[src/ctp_pkg.sv]
// constants, register map and types of the cyclic time pulse generator
package ctp_pkg;

    ////////////////////////////////////////////////////////////////////////
    // clock and timing
    localparam int CLOCK_HZ = 10_000_000;
    localparam int MS_PER_S = 1000;
    localparam int CYCLES_PER_MS = CLOCK_HZ / MS_PER_S;
    localparam int SEC_PER_MIN = 60;
    localparam int SEC_PER_HOUR = 3600;
    localparam logic [16:0] HALF_DAY_S = 17'h0a8c0;
    localparam logic [15:0] WIDTH_MIN_MS = 16'h000a;
    localparam logic [15:0] WIDTH_MIN_S = 16'h0001;

    ////////////////////////////////////////////////////////////////////////
    // register offsets
    localparam logic [7:0] CTRL_OFFSET = 8'h00;
    localparam logic [7:0] CYCLE_OFFSET = 8'h04;
    localparam logic [7:0] WIDTH_OFFSET = 8'h08;
    localparam logic [7:0] TIMEOUT_OFFSET = 8'h0c;
    localparam logic [7:0] STATUS_OFFSET = 8'h10;

    ////////////////////////////////////////////////////////////////////////
    // control fields
    localparam int CTRL_BASE_POS = 0;
    localparam int CTRL_CLASS_POS = 2;
    localparam int CTRL_UNIT_MS_POS = 4;
    localparam int CTRL_LOW_POS = 5;
    localparam int CTRL_MINQ_POS = 6;

    // status fields
    localparam int STAT_QUAL_POS = 0;
    localparam int STAT_REACHED_POS = 3;
    localparam int STAT_EMIT_POS = 4;
    localparam int STAT_ACTIVE_POS = 5;
    localparam int STAT_VALID_POS = 6;

    ////////////////////////////////////////////////////////////////////////
    // reset values
    localparam logic [8:0] CTRL_RESET = 9'h000;
    localparam logic [4:0] CYCLE_RESET = 5'h01;
    localparam logic [15:0] WIDTH_RESET = 16'h0064;
    localparam logic [10:0] TIMEOUT_RESET = 11'h000;

    ////////////////////////////////////////////////////////////////////////
    // enumerations
    typedef enum logic [1:0] {
        BASE_LOCAL = 2'h0,
        BASE_STANDARD = 2'h1,
        BASE_UTC = 2'h2
    } ctp_base_type;

    typedef enum logic [1:0] {
        CLASS_SECONDS = 2'h0,
        CLASS_MINUTES = 2'h1,
        CLASS_HOURS = 2'h2
    } ctp_class_type;

    typedef enum logic [2:0] {
        time_invalid = 3'h0,
        free_run_after_reset = 3'h1,
        free_run_after_loss = 3'h2,
        free_run_acquiring = 3'h3,
        locked_simulated = 3'h4,
        locked_holdoff = 3'h5,
        locked_steered = 3'h6
    } ctp_quality_type;

endpackage

[src/ctp_pulse_gen.sv]
// cyclic time pulse generator top level
// Function
// - pulse timing follows local, standard or UTC time as configured
// - second cycles 1,2,3,4,5,6,10,12,15,20,30 s supported
// - minute cycles 1,2,3,4,5,6,10,12,15,20,30 min supported
// - hour cycles 1,2,3,4,6,8,12,24 h supported
// - millisecond widths from 10 ms to cycle minus 10 ms, so at most 990 ms
// - second widths from 1 s to cycle minus 1 s up to 12 h, else 65535
// - millisecond width unit allowed only with a one second cycle
// - output polarity selectable high or low active
// - pulses emitted while quality is at or above the configured minimum
// - no pulses until the minimum quality has been reached once
// - after a drop, pulses continue until the time-out expires
// - quality ranks from time_invalid up to locked_steered
// - locked states chosen from steering, hold-off timer and simulation
// - free-run states chosen from acquisition, earlier lock and reset
`timescale 1ns/1ns
module ctp_pulse_gen #(
    parameter int CYCLES_PER_MS = ctp_pkg::CYCLES_PER_MS,
    parameter int WIDTH_BITS = 16
) (
    // clock and reset
    input wire logic clock,
    input wire logic rst,
    // register port
    input wire logic [7:0] reg_addr,
    input wire logic [31:0] reg_wdata,
    input wire logic reg_write,
    input wire logic reg_read,
    output logic [31:0] reg_rdata,
    // second strobe and time of the new second
    input wire logic sec_tick,
    input wire logic [5:0] local_sec,
    input wire logic [5:0] local_min,
    input wire logic [4:0] local_hour,
    input wire logic [5:0] std_sec,
    input wire logic [5:0] std_min,
    input wire logic [4:0] std_hour,
    input wire logic [5:0] utc_sec,
    input wire logic [5:0] utc_min,
    input wire logic [4:0] utc_hour,
    // clock status
    input wire logic time_valid,
    input wire logic time_locked,
    input wire logic steering_active,
    input wire logic loss_holdoff_timer,
    input wire logic simulation_mode,
    input wire logic acquisition_timer,
    input wire logic was_locked,
    input wire logic set_after_reset,
    // pulse output
    output logic pulse_out
);

    ////////////////////////////////////////////////////////////////////////
    // functions

    function automatic logic cycle_ok(input logic [1:0] cls, input logic [4:0] n);
        logic ok;
        ok = 1'b0;
        if (cls == ctp_pkg::CLASS_HOURS) begin
            case (n)
                5'h01, 5'h02, 5'h03, 5'h04, 5'h06, 5'h08, 5'h0c, 5'h18: ok = 1'b1;
                default: ok = 1'b0;
            endcase
        end else if (cls == ctp_pkg::CLASS_SECONDS || cls == ctp_pkg::CLASS_MINUTES) begin
            case (n)
                5'h01, 5'h02, 5'h03, 5'h04, 5'h05, 5'h06, 5'h0a, 5'h0c, 5'h0f, 5'h14, 5'h1e: ok = 1'b1;
                default: ok = 1'b0;
            endcase
        end
        return ok;
    endfunction

    function automatic logic [16:0] cycle_seconds(input logic [1:0] cls, input logic [4:0] n);
        logic [16:0] s;
        s = {12'h000, n};
        if (cls == ctp_pkg::CLASS_MINUTES) begin
            s = 17'(n * ctp_pkg::SEC_PER_MIN);
        end else if (cls == ctp_pkg::CLASS_HOURS) begin
            s = 17'(n * ctp_pkg::SEC_PER_HOUR);
        end
        return s;
    endfunction

    function automatic logic multiple_of(input logic [5:0] value, input logic [4:0] n);
        return (n != 5'h00) && ((value % {1'b0, n}) == 6'h00);
    endfunction

    function automatic logic [2:0] rank_status(input logic valid, input logic locked, input logic steer,
                                               input logic holdoff, input logic sim, input logic acq,
                                               input logic lost, input logic set);
        logic [2:0] q;
        q = ctp_pkg::time_invalid;
        if (!valid) begin
            q = ctp_pkg::time_invalid;
        end else if (locked && holdoff) begin
            q = ctp_pkg::locked_holdoff;
        end else if (locked && (steer || !sim)) begin
            q = ctp_pkg::locked_steered;
        end else if (sim) begin
            q = ctp_pkg::locked_simulated;
        end else if (acq) begin
            q = ctp_pkg::free_run_acquiring;
        end else if (lost) begin
            q = ctp_pkg::free_run_after_loss;
        end else if (set) begin
            q = ctp_pkg::free_run_after_reset;
        end
        return q;
    endfunction

    ////////////////////////////////////////////////////////////////////////
    // registers

    logic [8:0] ctrl_q;
    logic [4:0] cycle_q;
    logic [WIDTH_BITS-1:0] width_q;
    logic [10:0] timeout_q;
    logic [31:0] rdata_q;
    logic [31:0] rdata_d;

    wire sel_ctrl = (reg_addr == ctp_pkg::CTRL_OFFSET);
    wire sel_cycle = (reg_addr == ctp_pkg::CYCLE_OFFSET);
    wire sel_width = (reg_addr == ctp_pkg::WIDTH_OFFSET);
    wire sel_timeout = (reg_addr == ctp_pkg::TIMEOUT_OFFSET);
    wire sel_status = (reg_addr == ctp_pkg::STATUS_OFFSET);

    wire [1:0] base_sel = ctrl_q[ctp_pkg::CTRL_BASE_POS +: 2];
    wire [1:0] cycle_class = ctrl_q[ctp_pkg::CTRL_CLASS_POS +: 2];
    wire unit_ms = ctrl_q[ctp_pkg::CTRL_UNIT_MS_POS];
    wire low_active = ctrl_q[ctp_pkg::CTRL_LOW_POS];
    wire [2:0] min_quality = ctrl_q[ctp_pkg::CTRL_MINQ_POS +: 3];

    always_ff @(posedge clock or posedge rst) begin
        if (rst) begin
            ctrl_q <= ctp_pkg::CTRL_RESET;
            cycle_q <= ctp_pkg::CYCLE_RESET;
            width_q <= WIDTH_BITS'(ctp_pkg::WIDTH_RESET);
            timeout_q <= ctp_pkg::TIMEOUT_RESET;
        end else if (reg_write) begin
            if (sel_ctrl) begin
                ctrl_q <= reg_wdata[8:0];
            end
            if (sel_cycle) begin
                cycle_q <= reg_wdata[4:0];
            end
            if (sel_width) begin
                width_q <= reg_wdata[WIDTH_BITS-1:0];
            end
            if (sel_timeout) begin
                timeout_q <= reg_wdata[10:0];
            end
        end
    end

    ////////////////////////////////////////////////////////////////////////
    // configuration check

    wire [16:0] cyc_s = cycle_seconds(cycle_class, cycle_q);
    wire [WIDTH_BITS-1:0] ms_limit = WIDTH_BITS'(ctp_pkg::MS_PER_S) - ctp_pkg::WIDTH_MIN_MS;
    wire [16:0] width_ext = 17'(width_q);
    wire cls_seconds = (cycle_class == ctp_pkg::CLASS_SECONDS);
    wire ms_allowed = cls_seconds && (cycle_q == 5'h01);
    wire ms_width_ok = (width_q >= ctp_pkg::WIDTH_MIN_MS) && (width_q <= ms_limit);
    wire s_upper_ok = (cyc_s > ctp_pkg::HALF_DAY_S) || (width_ext < cyc_s);
    wire s_width_ok = (width_q >= ctp_pkg::WIDTH_MIN_S) && s_upper_ok;
    wire width_ok = unit_ms ? (ms_allowed && ms_width_ok) : s_width_ok;
    wire config_valid = cycle_ok(cycle_class, cycle_q) && width_ok;

    ////////////////////////////////////////////////////////////////////////
    // time base selection and boundary

    logic [5:0] cur_sec;
    logic [5:0] cur_min;
    logic [4:0] cur_hour;

    always_comb begin
        case (base_sel)
            ctp_pkg::BASE_STANDARD: begin
                cur_sec = std_sec;
                cur_min = std_min;
                cur_hour = std_hour;
            end
            ctp_pkg::BASE_UTC: begin
                cur_sec = utc_sec;
                cur_min = utc_min;
                cur_hour = utc_hour;
            end
            default: begin
                cur_sec = local_sec;
                cur_min = local_min;
                cur_hour = local_hour;
            end
        endcase
    end

    wire sec_zero = (cur_sec == 6'h00);
    wire min_zero = (cur_min == 6'h00);
    wire hit_sec = multiple_of(cur_sec, cycle_q);
    wire hit_min = sec_zero && multiple_of(cur_min, cycle_q);
    wire hit_hour = sec_zero && min_zero && multiple_of({1'b0, cur_hour}, cycle_q);
    wire hit_class = (cycle_class == ctp_pkg::CLASS_HOURS) ? hit_hour :
                     ((cycle_class == ctp_pkg::CLASS_MINUTES) ? hit_min : hit_sec);
    wire pulse_start = sec_tick && config_valid && hit_class;

    ////////////////////////////////////////////////////////////////////////
    // millisecond prescaler aligned to the second strobe

    localparam int PRE_BITS = $clog2(CYCLES_PER_MS + 1);
    localparam logic [PRE_BITS-1:0] PRE_LAST = PRE_BITS'(CYCLES_PER_MS - 1);

    logic [PRE_BITS-1:0] pre_q;
    wire pre_wrap = (pre_q == PRE_LAST);
    wire ms_tick = pre_wrap && !sec_tick;

    always_ff @(posedge clock or posedge rst) begin
        if (rst) begin
            pre_q <= '0;
        end else if (sec_tick || pre_wrap) begin
            pre_q <= '0;
        end else begin
            pre_q <= pre_q + 1'b1;
        end
    end

    ////////////////////////////////////////////////////////////////////////
    // pulse width

    logic pulse_active;
    wire width_step = unit_ms ? ms_tick : sec_tick;

    ctp_width_counter #(
        .WIDTH_BITS(WIDTH_BITS)
    ) u_width (
        .clock(clock),
        .rst(rst),
        .start(pulse_start),
        .step(width_step),
        .width(width_q),
        .active(pulse_active)
    );

    ////////////////////////////////////////////////////////////////////////
    // quality gating

    logic [2:0] quality_q;
    logic reached_q;
    logic holding;

    wire [2:0] quality_d = rank_status(time_valid, time_locked, steering_active, loss_holdoff_timer,
                                       simulation_mode, acquisition_timer, was_locked, set_after_reset);
    wire good = (quality_q >= min_quality);
    // a new minimum has to be reached afresh
    wire [2:0] min_next = reg_wdata[ctp_pkg::CTRL_MINQ_POS +: 3];
    wire min_write = reg_write && sel_ctrl && (min_next != min_quality);
    wire emit = good || (reached_q && holding);

    always_ff @(posedge clock or posedge rst) begin
        if (rst) begin
            quality_q <= ctp_pkg::time_invalid;
            reached_q <= 1'b0;
        end else begin
            quality_q <= quality_d;
            reached_q <= min_write ? (quality_q >= min_next) : (reached_q || good);
        end
    end

    ctp_timeout #(
        .MIN_BITS(11),
        .SEC_BITS(17)
    ) u_timeout (
        .clock(clock),
        .rst(rst),
        .good(good),
        .sec_tick(sec_tick),
        .timeout_min(timeout_q),
        .holding(holding)
    );

    ////////////////////////////////////////////////////////////////////////
    // output

    logic out_q;
    wire out_d = (pulse_active && emit && config_valid) ^ low_active;

    always_ff @(posedge clock or posedge rst) begin
        if (rst) begin
            out_q <= 1'b0;
        end else begin
            out_q <= out_d;
        end
    end

    assign pulse_out = out_q;

    ////////////////////////////////////////////////////////////////////////
    // read back

    wire [31:0] status_word = {25'h0000000, config_valid, pulse_active, emit, reached_q, quality_q};

    always_comb begin
        rdata_d = 32'h00000000;
        if (reg_read) begin
            if (sel_ctrl) begin
                rdata_d = {23'h000000, ctrl_q};
            end else if (sel_cycle) begin
                rdata_d = {27'h0000000, cycle_q};
            end else if (sel_width) begin
                rdata_d = 32'(width_q);
            end else if (sel_timeout) begin
                rdata_d = {21'h000000, timeout_q};
            end else if (sel_status) begin
                rdata_d = status_word;
            end
        end
    end

    always_ff @(posedge clock or posedge rst) begin
        if (rst) begin
            rdata_q <= 32'h00000000;
        end else begin
            rdata_q <= rdata_d;
        end
    end

    assign reg_rdata = rdata_q;

endmodule

[src/ctp_timeout.sv]
// bridging time-out after loss of required quality
`timescale 1ns/1ns
module ctp_timeout #(
    parameter int MIN_BITS = 11,
    parameter int SEC_BITS = 17
) (
    // clock and reset
    input wire logic clock,
    input wire logic rst,
    // quality
    input wire logic good,
    input wire logic sec_tick,
    input wire logic [MIN_BITS-1:0] timeout_min,
    // state
    output logic holding
);

    logic [SEC_BITS-1:0] count_q;
    logic [SEC_BITS-1:0] count_d;
    logic good_q;
    logic fell;
    logic [SEC_BITS-1:0] load_value;

    assign fell = good_q && !good;
    assign load_value = SEC_BITS'(timeout_min * ctp_pkg::SEC_PER_MIN);
    // bridging starts in the very cycle of the drop, so a running pulse has no gap
    assign holding = (count_q != '0) || (fell && (load_value != '0));

    always_comb begin
        count_d = count_q;
        if (good) begin
            count_d = '0;
        end else if (fell) begin
            count_d = load_value;
        end else if (sec_tick && holding) begin
            count_d = count_q - 1'b1;
        end
    end

    always_ff @(posedge clock or posedge rst) begin
        if (rst) begin
            count_q <= '0;
            good_q <= 1'b0;
        end else begin
            count_q <= count_d;
            good_q <= good;
        end
    end

endmodule

[src/ctp_width_counter.sv]
// pulse width down-counter
`timescale 1ns/1ns
module ctp_width_counter #(
    parameter int WIDTH_BITS = 16
) (
    // clock and reset
    input wire logic clock,
    input wire logic rst,
    // control
    input wire logic start,
    input wire logic step,
    input wire logic [WIDTH_BITS-1:0] width,
    // state
    output logic active
);

    logic [WIDTH_BITS-1:0] count_q;
    logic [WIDTH_BITS-1:0] count_d;
    logic running;

    assign running = (count_q != '0);
    assign count_d = start ? width : ((step && running) ? count_q - 1'b1 : count_q);
    assign active = running;

    always_ff @(posedge clock or posedge rst) begin
        if (rst) begin
            count_q <= '0;
        end else begin
            count_q <= count_d;
        end
    end

endmodule

[config.mk]
export PLATFORM = sky130hd
export DESIGN_NAME = ctp_pulse_gen
export DESIGN_NICKNAME = d
export VERILOG_FILES = /design/src/ctp_pkg.sv /design/src/ctp_pulse_gen.sv /design/src/ctp_timeout.sv /design/src/ctp_width_counter.sv
export SDC_FILE = /design/constraint.sdc
export NUM_CORES = 1
export LEC_CHECK = 0
export BUFFER_PORTS_ARGS = -buffer_cell sky130_fd_sc_hd__buf_2
export CAP_MARGIN = 20
export CORE_ASPECT_RATIO = 0.75
export CORE_MARGIN = 3
export CORE_UTILIZATION = 55
export CTS_BUF_LIST = sky130_fd_sc_hd__clkbuf_2 sky130_fd_sc_hd__clkbuf_4 sky130_fd_sc_hd__clkbuf_8
export DETAILED_ROUTE_END_ITERATION = 8
export PLACE_DENSITY = 0.77
export SLEW_MARGIN = 20
export SYNTH_ARGS = -nofsm -noshare
export SYNTH_HDL_FRONTEND = slang
export SYNTH_SLANG_ARGS = --single-unit
[constraint.sdc]
create_clock -name clock -period 21.6 [get_ports clock]
set_input_delay 5.4 -clock clock [delete_from_list [all_inputs] [get_ports clock]]
set_output_delay 5.4 -clock clock [all_outputs]
set_load 0.02 [all_outputs]
==> results.txt, run 1 <==
- Global-route usage over all layers: 26.63%
* Portion of the clock cycle consumed by the worst path in the final layout: 69.01%
- Netlist Area Pre-Place: 0.01226 mm²
- At the pin with the least slew margin, the transition time is 1.091 ns.
- Non-filler instance count after layout: 1,805
- Share of the core filled with cells in the final layout: 61.07%
- The worst setup path is captured at a flop.
- Maximum level of the CTS H-tree: 3
* Post-CTS Hold Fix Bufs: 0
- Final RePlAce weighted congestion: 0.9486
- The die is 135.3 µm tall.
* First-pass detailed-route iteration total: 5
* Estimated wirelength of the detail-placed design: 24,970 µm
- After detailed routing, the average wire length per cell comes to 17.71 µm.
- For this run, the leading register cell type out of synthesis is sky130_fd_sc_hd__dfrtp_1.
- 0 antenna diodes ended up in the layout.
- Max Clock Skew: 0.02289 ns
- Slew Limit Headroom: 26.95%
- Die Footprint: 0.02414 mm²
* Port Buf Inserts: 104
* Number of standard cells after synthesis: 1,425
- Summing all non-filler instances in the final layout gives an area of 0.01315 mm².
- Synthesis warning total: 0
- The first global-routing pass estimated 52,810 µm of wire.
- The most numerous cell type found on the critical path is sky130_fd_sc_hd__ha_1.
- Leakage component of the power: 6.151 nW
- After floorplanning, the core was divided into 46 placement rows.
- RSZ-0062 raised after global routing: no
- Worst Path Arrival: 15.19 ns
- TritonCTS clock tree: done
- Once detail routing completed, the nets flagged for antenna violations numbered 0.
- Effective utilization at floorplan: 56.96%
- The worst setup path is launched from a primary input.
* Violation count after the first detailed-routing iteration: 861
- Highest attainable clock frequency: 67.09 MHz
- The synthesized design contains 0 enable-type register cells.
- The final route contains 11,190 vias.
- Pwr/cell area: 133.9 mW/mm²
- Leaving out fill and tap cells, the most frequent cells in the layout are sky130_fd_sc_hd__ha_1 (143), sky130_fd_sc_hd__nand2_1 (116), sky130_fd_sc_hd__dfrtp_1 (106).
- The worst setup path is of the in -> reg kind.
- Slowest stage delay, CP: 0.75 ns
- Post-Synthesis Mean Instance Area: 8.604 µm²
* Proportion of register bits with asynchronous set or reset after synthesis: 100.0%
- Maximum number of pins on one net before global-route repair: 75
* Crit-path max FO: 15
- Top Ports: 137
- The library cell used most frequently in the layout, excluding fill and tap cells, is sky130_fd_sc_hd__ha_1.
- Cell chosen for the clock root: sky130_fd_sc_hd__clkbuf_8
- The number of hold-slack violations in the final timing report came to 0.
- The floorplan step defined a core boundary enclosing 0.02153 mm².
- Gates resized during post-CTS repair numbered 0.
* Worst min-delay path class: reg -> reg
* Slack of the worst reg-to-reg path: 10.36 ns
* Clock slew seen by the registers of the worst setup and hold paths: 0.11 ns
- Status: completed
- VDD sags by at most 0.0001426 V.
* MaxCap Viol Count: 0
* Die extent in x: 178.4 µm
* Routed wire length: 31,970 µm
- Counting distinct cell types in the post-synthesis netlist gives 108.
* Cell area reported after detailed placement: 0.01294 mm²
- After the last flow step, the layout net total stands at 1,789.
* Proportion of synthesized chip area in sequential cells: 22.49%
* Setup tns final: 0 ns
* Clk Latency, worst-skew pair: 0.40 ns
- Number of global-route vias before repair: 10,710
- After detailed routing, the number of remaining DRC violations is 0.
* Count of endpoints failing setup in the final report: 0
- CTS buffer count: 9
- Share of post-route cells with drive strength above 1: 15.29%
- Cell count after placement: 1,789
- Counting along the longest clock path gives a buffer depth of 2.
- The initial antenna violation count was 1.
* Routed vias/inst: 6.198
- Buffers added to address setup during post-CTS repair amount to 0.
- Overflow left after global routing: 0
* Area Overhead vs Synth: 7.226%
* Clock sink total: 110
- The largest individual stage delay along the critical path comes from the cell sky130_fd_sc_hd__a2111oi_0.
- Synthesis inferred 110 register bits.
* Worst Path Required: 21.88 ns
- Total power of the final layout: 1.761 mW
* Final max-slew violation count: 0
* Minimum period implied by the final worst setup slack: 14.91 ns
## stage by stage
step           hold WS [ns]  setup WS, ns
2_1_floorplan        0.4329         7.964
3_3_place_gp         0.4503         6.726
3_5_place_dp         0.4536         6.541
4_1_cts              0.4684         6.926
5_1_grt              0.4969         5.789
6_report             0.4610         6.695
## layout make-up
type                       count  area (µm²)
clock buffer                   9       123.9
clock inverter                 7       86.33
fill                        1928        8379
inverter                     100       377.9
multi-input combinational   1175        8826
sequential                   110        2758
tap                          288       360.3
timing repair buffer         116       614.3
## synth_stat cells, drive strengths merged, types with 14 or more instances
| cell type | number | area (µm²) |
|---|---|---|
| ha | 143 | 1789 |
| a22oi | 14 | 105.1 |
| mux2i | 18 | 180.2 |
| nor2 | 97 | 366.6 |
| or2 | 15 | 93.84 |
| o21ai | 86 | 434.2 |
| and2 | 17 | 106.4 |
| nand2 | 117 | 441.7 |
| mux2 | 44 | 503.0 |
| o31ai | 20 | 155.1 |
| buf | 36 | 256.5 |
| nand3 | 37 | 185.2 |
| o21a | 25 | 195.2 |
| a21oi | 93 | 476.7 |
| inv | 98 | 367.9 |
| a21o | 17 | 127.6 |
| xor2 | 26 | 227.7 |
| fa | 30 | 600.6 |
| nand2b | 29 | 181.4 |
| or3 | 24 | 161.4 |
| xnor2 | 26 | 227.7 |
| dfrtp | 106 | 2653 |
| clkbuf | 19 | 101.4 |
| nor2b | 21 | 131.4 |
| nor3 | 40 | 211.5 |
## cells by family after synthesis
logic type      Yosys count  synth area share [%]
simple gates            477                 20.49
compound gates          394                 22.04
fa+ha+maj               173                 19.49
buf+inv                 155                 5.980
flops                   110                 22.49
mux                      63                 5.756
xor+xnor                 52                 3.715
other cells               1               0.03059
## worst max-delay path, delay by kind of cell
kind	cells	cell delay [ns]
fa+ha+maj	6	1.58
buf+inv	4	0.41
mux	1	0.45
simple gates	12	2.47
compound gates	19	4.84
## flip-flops by register name (all words and copies together), names as in the netlist
name               cells
pulse_out              1
u_timeout.good_q       1
quality_q              3
pre_q                 14
cycle_q                5
width_q               16
reg_rdata             16
reached_q              1
u_timeout.count_q     17
timeout_q             11
ctrl_q                 9
u_width.count_q       16
## where the power goes
part | switching (mW) | internal, mW | leakage, nW
clock | 0.0838 | 0.0470 | 0.105
combinational | 0.779 | 0.590 | 4.59
sequential | 0.0321 | 0.228 | 1.46
## metal layers
| metal | track usage, % | up-vias | part of all wire, % |
|---|---|---|---|
| li1 | - | 5360 | - |
| met1 | 39.40 | 5393 | 47 |
| met2 | 40.94 | 397 | 44 |
| met3 | 5.014 | 36 | 7.7 |
| met4 | 4.974 | 2 | 1.2 |
| met5 | 0 | - | 0.041 |
## path summary, 6_finish.rpt
path	endpoint	cells past startpoint	start
setup / recovery	u_width.count_q[6]$_DFFE_PP0P_	42	std_hour[4]
hold / removal	pre_q[0]$_DFF_PP0_	1	pre_q[0]$_DFF_PP0_
setup reg to reg	u_width.count_q[6]$_DFFE_PP0P_	43	ctrl_q[0]$_DFFE_PP0P_
hold reg to reg	pre_q[0]$_DFF_PP0_	1	pre_q[0]$_DFF_PP0_
max in group asynchronous	cycle_q[3]$_DFFE_PP0P_	3	rst
min in group asynchronous	u_timeout.count_q[9]$_DFFE_PP0P_	2	rst
Note: power is estimated with default switching activity, not from simulation.
==> run 2: changes to the inputs <==
--- a/config.mk
+++ b/config.mk
@@ -5,6 +5,7 @@
 export SDC_FILE = /design/constraint.sdc
 export NUM_CORES = 1
 export LEC_CHECK = 0
+export ABC_AREA = 1
 export BUFFER_PORTS_ARGS = -buffer_cell sky130_fd_sc_hd__buf_2
 export CAP_MARGIN = 20
 export CORE_ASPECT_RATIO = 0.75
==> constraint.sdc (replaced) <==
create_clock -name clock -period 14.6 [get_ports clock]
set_input_delay 3.65 -clock clock [delete_from_list [all_inputs] [get_ports clock]]
set_output_delay 3.65 -clock clock [all_outputs]
set_load 0.02 [all_outputs]
==> run 2 against run 1 <==
Effect of this change: global-route usage decreased by 0.68 points; combinational power grew 55%; critical path depth up 12; wire length fell by 3.1%; largest cell class unchanged; non-clock buffer count fell by 3; cell count up 19%; register-to-register slack worse by 5.0 ns; die area decreased by 0.74%; via count is 5.0% higher; largest power group unchanged; utilization grew 0.24 points; sequential share of layout area is essentially flat; synthesized cell count is 24% higher.
==> results.txt, run 2 <==
* Status: completed
- The number of cells traversed by the worst register-to-register path came to 55 (+28%).
* Final RePlAce weighted congestion: 0.9143 (-3.6%)
- Synth top area cells: sky130_fd_sc_hd__dfrtp_1 (22%), sky130_fd_sc_hd__ha_1 (15%), sky130_fd_sc_hd__nand2_1 (14%), sky130_fd_sc_hd__inv_1 (7.9%), sky130_fd_sc_hd__nand3_1 (6.3%)
- The routed via count is 11,750 (+5.0%).
- The post-place instance area came to 0.01290 mm² (-0.31%).
- Max Clock Skew: 0.008859 ns (-0.01403 ns)
- The number of slew-limit violations in the final report was 0 (unchanged).
- The floorplan die area came to 0.02396 mm² (-0.74%).
- The tightest min-delay check is of the reg -> reg type.
* Highest attainable clock frequency: 87.71 MHz
- Ranked by instance count, the synthesized netlist is headed by sky130_fd_sc_hd__nand2_1 (443), sky130_fd_sc_hd__inv_1 (255), sky130_fd_sc_hd__nand3_1 (152), sky130_fd_sc_hd__ha_1 (143), sky130_fd_sc_hd__nor2_1 (120).
* Most frequent cell on the critical path: sky130_fd_sc_hd__nand2_1
- Multiplexer share of the synthesized area: 0.09256% (-5.7 points)
* Commonest cells after routing, fill and taps aside: sky130_fd_sc_hd__nand2_1 (443), sky130_fd_sc_hd__inv_1 (254), sky130_fd_sc_hd__nand3_1 (152)
- Simple logic cell fraction of the synthesized area: 31.22% (+11 points)
- The number of hold-slack violations in the final timing report was 0 (unchanged).
- Minimum period implied by the final worst setup slack: 11.40 ns
- Number of cells on the worst hold path: 1 (unchanged)
- Number of buffers inserted by post-CTS setup repair: 0 (unchanged)
- Kind of start point of the critical path: primary input
- TritonCTS built the clock tree.
- Estimated wirelength of the detail-placed design: 25,060 µm (+0.35%)
* Xor/xnor cell area share of the yosys netlist: 3.744% (+0.029 points)
* Overflow left after global routing: 0 (unchanged)
* Final worst slack: 3.198 ns (-3.497 ns)
- The post-route standard cell area excluding fillers was 0.01313 mm² (-0.14%).
* Number of standard cells after synthesis: 1,762 (+24%)
- The top-level port count is 137 (unchanged).
- Port Buf Inserts: 104 (unchanged)
* Number of library cell types mapped by synthesis: 61 (-44%)
- Routed wire per std cell: 14.42 µm (-19%)
- The library cell used most frequently in the layout, excluding fill and tap cells, is sky130_fd_sc_hd__nand2_1.
* Fraction of the mapped netlist area in adder cells: 19.64% (+0.15 points)
- The worst setup path is of the in -> reg kind.
* Antenna violations before repair: 0 (-1)
* Proportion of synthesized chip area in sequential cells: 22.67% (+0.18 points)
- The flip-flop count of the largest register after layout was 17 (unchanged).
* # nets final: 2,131 (+19%)
- Start point of the critical path: std_min[5]
* Routed wire length: 30,970 µm (-3.1%)
* Effective utilization at floorplan: 56.82% (-0.14 points)
- Crit-path max FO: 32 (+17)
- Netlist Area Pre-Place: 0.01217 mm² (-0.78%)
- The post-route antenna net violation count was 0 (unchanged).
- RSZ-0062 raised after global routing: no
- Cell chosen for the clock root: sky130_fd_sc_hd__clkbuf_8
* Clk Latency, worst-skew pair: 0.40 ns (about the same)
- CTS buffer count: 9 (unchanged)
* Total power of the final layout: 2.715 mW (+54%)
* Main synth FF type: sky130_fd_sc_hd__dfrtp_1
* Slew Limit Headroom: 28.08% (+1.1 points)
- Kind of end point of the critical path: flop
* Post-Synthesis Mean Instance Area: 6.904 µm² (-20%)
* Number of global-route vias before repair: 10,550 (-1.5%)
- MaxCap Viol Count: 0 (unchanged)
* Proportion of netlist area held by the largest area contributor: 21.80% (+0.17 points)
* Slack of the worst reg-to-reg path: 5.34 ns (-5.02 ns)
- After synthesis, the largest family of logic cells by area is simple AND/OR/NAND/NOR gates.
- For this design, the slowest cell found on the critical path is sky130_fd_sc_hd__ha_1.
- Global-route usage over all layers: 25.95% (-0.68 points)
- Post-synth EDFFs: 0 (unchanged)
* Clock slew seen by the registers of the worst setup and hold paths: 0.11 ns (about the same)
- Leading area contributor after synthesis: sky130_fd_sc_hd__dfrtp_1
- The total of fill cells in the finished design came to 2,039 (+5.8%).
- The number of vias per cell after detailed routing is 5.471 (-12%).
* Core area: 0.02141 mm² (-0.53%)
- Maximum number of buffers from clock root to sink: 2 (unchanged)
* Peak supply drop: 0.0002182 V (+53%)
- First-pass detailed-route iteration total: 6 (+1)
* Count of standard-cell rows: 46 (unchanged)
- The CTS sink count is 110 (unchanged).
- The yosys synthesis warning count came to 0 (unchanged).
* Worst Path Required: 14.90 ns (-6.98 ns)
- The first-iteration detailed-routing DRC count was 1,087 (+26%).
- The maximum number of pins on one net before global-route repair is 58 (-23%).
- The die width is 177.7 µm (-0.38%).
- Residual DRC count: 0 (unchanged)
- Beginning of the worst register-to-register path: ctrl_q[0]$_DFFE_PP0P_
* Cell with the most instances after synthesis: sky130_fd_sc_hd__nand2_1
- Maximum level of the CTS H-tree: 3 (unchanged)
* Pin slew with the least headroom to its limit: 1.070 ns (-0.02104 ns)
- Register ranked first by flip-flop count: u_timeout.count_q
* Critical R2R Capture: u_width.count_q[11]$_DFFE_PP0P_
* Post-CTS Hold Fix Bufs: 0 (unchanged)
- Pwr/cell area: 206.8 mW/mm² (+54%)
* Setup tns final: 0 ns (unchanged)
- In this run the worst setup path terminates at u_width.count_q[11]$_DFFE_PP0P_.
- Relative to the synthesized area, the layout overhead comes to 7.909%.
- The total setup violations reported at the end of the flow came to 0 (unchanged).
- Worst Path Arrival: 11.70 ns (-3.49 ns)
- Proportion of register bits with asynchronous set or reset after synthesis: 100.0% (unchanged)
- CTS resizes: 0 (unchanged)
* Setup WS pre-CTS: 2.817 ns (-3.724 ns)
* Portion of the clock cycle consumed by the worst path in the final layout: 78.09%
- The die outline height is 134.8 µm (-0.37%).
* Leakage component of the power: 7.051 nW (+15%)
- Slowest stage delay, CP: 0.38 ns (-0.37 ns)
- The global-route wire length before repair was 51,180 µm (-3.1%).
- Fraction of the mapped netlist area in compound gates: 12.28% (-9.8 points)
- Share of post-route cells with drive strength above 1: 9.736% (-5.6 points)
* Synthesized flop and latch total: 110 (unchanged)
[run 2: cell types whose count changed after synthesis, sizes merged, moves of 26 or more]
cell and change:
nand2 +333, inv +161, nand3 +122, mux2 -43
o21ai +36, nand2b -29, nor2 +26
[run 2: metrics by stage]
stage | hold WS, ns | util (%) | cells
after global routing | 0.5117 | 61.30 | 2147
after floorplan | 0.4329 | - | 1777
after CTS | 0.4749 | 61.30 | 2147
after global placement | 0.4548 | 60.23 | 2131
after detailed placement | 0.4605 | 60.23 | 2131
final | 0.4772 | 61.31 | 2148
[run 2: kinds of logic after synthesis]
kind of cell    count (synthesis)
xor+xnor                       52
other cells                     1
buf+inv                       306
flops                         110
simple gates                  857
fa+ha+maj                     173
mux                             1
compound gates                262
[run 2: how the worst min path moves through the flow]
stage	start	endpoint	slack, ns
2_1_floorplan	pre_q[0]$_DFF_PP0_	pre_q[0]$_DFF_PP0_	0.43
3_3_place_gp	pre_q[0]$_DFF_PP0_	pre_q[0]$_DFF_PP0_	0.45
3_5_place_dp	pre_q[0]$_DFF_PP0_	pre_q[0]$_DFF_PP0_	0.46
4_1_cts	pre_q[0]$_DFF_PP0_	pre_q[0]$_DFF_PP0_	0.47
5_1_grt	pre_q[0]$_DFF_PP0_	pre_q[0]$_DFF_PP0_	0.51
6_report	pre_q[0]$_DFF_PP0_	pre_q[0]$_DFF_PP0_	0.48
[run 2: area by class of cell]
cell class	count	area, µm²	share of cell area (%)
Clock buffer	9	123.9	0.9436
Sequential cell	110	2758	21.01
Multi-Input combinational cell	1361	8215	62.58
Antenna cell	1	2.502	0.01906
Inverter	259	974.7	7.425
Clock inverter	7	105.1	0.8006
Tap cell	288	360.3	2.745
Timing Repair Buffer	113	588.1	4.480
[run 2: critical path, delay by kind of cell]
kind,cells,cell delay (ns)
buffers and inverters,8,0.67
AND/OR/NAND/NOR,26,2.88
AO/OA/AOI/OAI,14,2.48
adder cells (fa/ha/maj),6,2.00
[run 2: report_power, final]
group          total (mW)  internal (mW)  switching (mW)
logic                2.13          0.842            1.29
registers           0.365          0.332          0.0327
clock network       0.216         0.0991           0.117
total                2.72           1.27            1.44
[run 2: metal layers]
layer | global-route usage [%] | wire length (µm) | vias up
met1 | 40.74 | 15530 | 5397
met3 | 4.188 | 2110 | 47
li1 | - | - | 5931
met2 | 38.32 | 12970 | 377
met4 | 3.575 | 347 | 0
met5 | 0 | 0 | -
==> run 3: changes to the inputs <==
--- a/config.mk
+++ b/config.mk
@@ -5,7 +5,7 @@
 export SDC_FILE = /design/constraint.sdc
 export NUM_CORES = 1
 export LEC_CHECK = 0
-export ABC_AREA = 1
+export ABC_AREA = 0
 export BUFFER_PORTS_ARGS = -buffer_cell sky130_fd_sc_hd__buf_2
 export CAP_MARGIN = 20
 export CORE_ASPECT_RATIO = 0.75
@@ -13,7 +13,7 @@
 export CORE_UTILIZATION = 55
 export CTS_BUF_LIST = sky130_fd_sc_hd__clkbuf_2 sky130_fd_sc_hd__clkbuf_4 sky130_fd_sc_hd__clkbuf_8
 export DETAILED_ROUTE_END_ITERATION = 8
-export PLACE_DENSITY = 0.77
+export PLACE_DENSITY = 0.8
 export SLEW_MARGIN = 20
 export SYNTH_ARGS = -nofsm -noshare
 export SYNTH_HDL_FRONTEND = slang
==> constraint.sdc (replaced) <==
create_clock -name clock -period 9.85 [get_ports clock]
set_input_delay 2.4625 -clock clock [delete_from_list [all_inputs] [get_ports clock]]
set_output_delay 2.4625 -clock clock [all_outputs]
set_load 0.02 [all_outputs]
==> run 3 against run 2 <==
Effect of this change: the flow now finishes with violations (negative setup slack); worst hold slack gained 0.0052 ns; critical path depth down 11; utilization increased by 10 points; cell area rose by 17%; global-route usage up 3.6 points; clock power rose by 27%; largest cell class unchanged; largest power group unchanged.
==> results.txt, run 3 (synthesized netlist as in run 1, its figures left out) <==
- Pin slew with the least headroom to its limit: 1.049 ns (-0.02114 ns)
- The tightest hold margin came to 0.4824 ns (+0.005204 ns).
* Top Ports: 137 (unchanged)
- The worst hold path stage count was 1 (unchanged).
- Setup WS pre-CTS: -1.057 ns (-3.874 ns)
- The final-stage net count came to 1,991 (-6.6%).
- In this run the critical register-to-register path is launched from ctrl_q[0]$_DFFE_PP0P_.
- The internal reg-to-reg setup slack came to 0.17 ns (-5.17 ns).
* Clock sink total: 110 (unchanged)
* Most frequent cell on the critical path: sky130_fd_sc_hd__buf_4
- First-pass detailed-route iteration total: 6 (unchanged)
* Critical path's slowest cell: sky130_fd_sc_hd__o41ai_2
- The post-place instance area came to 0.01444 mm² (+12%).
- Slowest stage delay, CP: 0.36 ns (-0.02 ns)
* Antenna violations before repair: 2 (+2)
* Final antenna-violating net count: 0 (unchanged)
- The min-delay analysis places its worst path in the category reg -> reg.
- Die height: 135.3 µm (+0.37%)
- Register ranked first by flip-flop count: u_timeout.count_q
* Leakage component of the power: 7.228 nW (+2.5%)
- Counting I/O delays and the setup requirement, the final critical path takes 10.61 ns.
- Worst setup path class: in -> reg
- In this run the critical register-to-register path is captured at u_width.count_q[8]$_DFFE_PP0P_.
- The number of cells traversed by the worst register-to-register path came to 45 (-18%).
- The residual overflow from global routing was 0 (unchanged).
- The total of fill cells in the finished design is 1,511 (-26%).
- Clock slew seen by the registers of the worst setup and hold paths: 0.10 ns (about the same)
- Commonest non-fill, non-tap cell in the layout: sky130_fd_sc_hd__buf_4
* Total power of the final layout: 5.711 mW (+110%)
- The maximum fanout along the worst path is 5 (-84%).
- Slew Limit Headroom: 29.77% (+1.7 points)
- Maximum level of the CTS H-tree: 3 (unchanged)
- Violation count after the first detailed-routing iteration: 1,299 (+20%)
- The sequential standard cell area came to 0.002758 mm² (unchanged).
- Area Overhead vs Synth: 25.30%
* Portion of the clock cycle consumed by the worst path in the final layout: 107.7%
- The worst-case clock skew came to 0.02177 ns (+0.01291 ns).
* Commonest cells after routing, fill and taps aside: sky130_fd_sc_hd__buf_4 (203), sky130_fd_sc_hd__ha_1 (127), sky130_fd_sc_hd__nand2_1 (113)
* Kind of start point of the critical path: primary input
- The worst hold path terminates at pre_q[0]$_DFF_PP0_.
- The final routed wire length divided by cell count came to 18.51 µm (+28%).
* CTS buffer count: 9 (unchanged)
- The setup slack after layout was -0.7552 ns (-3.953 ns).
- The run finished, with violations left.
- Die extent in x: 178.4 µm (+0.38%)
- The data arrival time of the critical path is 10.90 ns (-0.80 ns).
* Core area: 0.02153 mm² (+0.54%)
* Pwr/cell area: 371.8 mW/mm² (+80%)
* Global-route wire length before repair: 58,020 µm (+13%)
- Hold Violations, Final: 0 (unchanged)
- The via count of the first global-routing pass came to 11,880 (+13%).
- The worst setup path is captured at a flop.
- Count of endpoints failing setup in the final report: 16 (+16)
* Routed vias/inst: 6.172 (+13%)
- The clock latency at the later pin of the worst-skew pair is 0.41 ns (about the same).
- RSZ-0062 raised after global routing: yes
- Port Buf Inserts: 104 (unchanged)
- The global placer's final weighted congestion is 0.9632 (+5.3%).
- N_diodes: 0 (-1)
- Estimated wirelength of the detail-placed design: 27,260 µm (+8.8%)
* Routed wire length: 37,140 µm (+20%)
* Violations in the final reports: negative setup slack
- Share of post-route cells with drive strength above 1: 30.48% (+21 points)
* Global-route usage over all layers: 29.57% (+3.6 points)
- Peak supply drop: 0.0003334 V (+53%)
* Count of vias placed by the detailed router: 12,390 (+5.4%)
- The maximum count of clock buffers along a single path came to 2 (unchanged).
- Highest attainable clock frequency: 94.29 MHz
* Flip-flop count of the largest register after layout: 17 (unchanged)
- The sum of negative setup slack is -10.70 ns (-10.70 ns).
- Count of standard-cell rows: 46 (unchanged)
- Cell chosen for the clock root: sky130_fd_sc_hd__clkbuf_8
- Area of the multi-input gates: 0.009498 mm² (+16%)
- TritonCTS clock tree: done
- Hold path startpoint: pre_q[0]$_DFF_PP0_
- Maximum number of pins on one net before global-route repair: 57 (-1.7%)
* Die Footprint: 0.02414 mm² (+0.75%)
- Final max-slew violation count: 0 (unchanged)
- The max-cap check violation count came to 0 (unchanged).
- Residual DRC count: 0 (unchanged)
* Effective utilization at floorplan: 56.96% (+0.14 points)
- The critical path required time was 10.15 ns (-4.75 ns).
* Final instance area: 0.01536 mm² (+17%)
[run 3: changes by cell type in the layout (fill, tap and decap cells not counted), sizes merged, moves of 29 or more]
cell	delta
o21ai	-36
nand2	-333
inv	-159
nand2b	+29
mux2	+43
nand3	-122
buf	+204
[run 3: cell type report]
type,instances,area share [%]
Multi-Input combinational cell,1176,61.83
Clock inverter,6,0.3258
Clock buffer,10,0.8959
Sequential cell,110,17.95
Tap cell,288,2.346
Timing Repair Buffer,317,14.20
Inverter,100,2.460
[run 3: worst max-delay path by stage]
stage | startpoint | to | slack, ns
global route | std_sec[2] | u_width.count_q[8]$_DFFE_PP0P_ | -1.07
detailed placement | utc_sec[2] | u_width.count_q[10]$_DFFE_PP0P_ | -1.06
floorplan | std_sec[5] | u_width.count_q[12]$_DFFE_PP0P_ | -0.34
global placement | utc_sec[2] | u_width.count_q[11]$_DFFE_PP0P_ | -0.89
finish | std_sec[2] | u_width.count_q[8]$_DFFE_PP0P_ | -0.76
CTS | utc_sec[2] | u_width.count_q[8]$_DFFE_PP0P_ | -0.34
[run 3: repair_timing]
action / CTS / global route
gates resized for setup: 49 / 38
hold buffers: 0 / 0
endpoints found under the setup margin: 16 / 16
pin swaps: 31 / 45
setup buffers: 21 / 13
cloned: 1 / 1
[run 3: layer usage]
metal	share of wire (%)	track usage, %
met1	42	40.17
met2	46	47.90
met3	8.9	6.471
met4	3.2	7.915
met5	0.035	0
[run 3: through the flow]
step | util (%) | instances
after global routing | 71.37 | 2007
after CTS | 69.84 | 1993
after floorplan | - | 1440
final | 71.37 | 2007
after global placement | 67.09 | 1955
after detailed placement | 67.09 | 1955
[run 3: critical path, delay by kind of cell]
kind                     cells  cell delay, ns
AO/OA/AOI/OAI               17            3.42
adder cells (fa/ha/maj)      5            1.36
buffers and inverters        9            1.08
multiplexers                 3            0.91
AND/OR/NAND/NOR              9            1.64
[run 3: where the power goes]
| part | total [mW] | internal, mW | switching (mW) |
|---|---|---|---|
| clock network | 0.274 | 0.103 | 0.172 |
| logic | 4.87 | 2.52 | 2.35 |
| registers | 0.571 | 0.501 | 0.0700 |
| total | 5.71 | 3.12 | 2.59 |
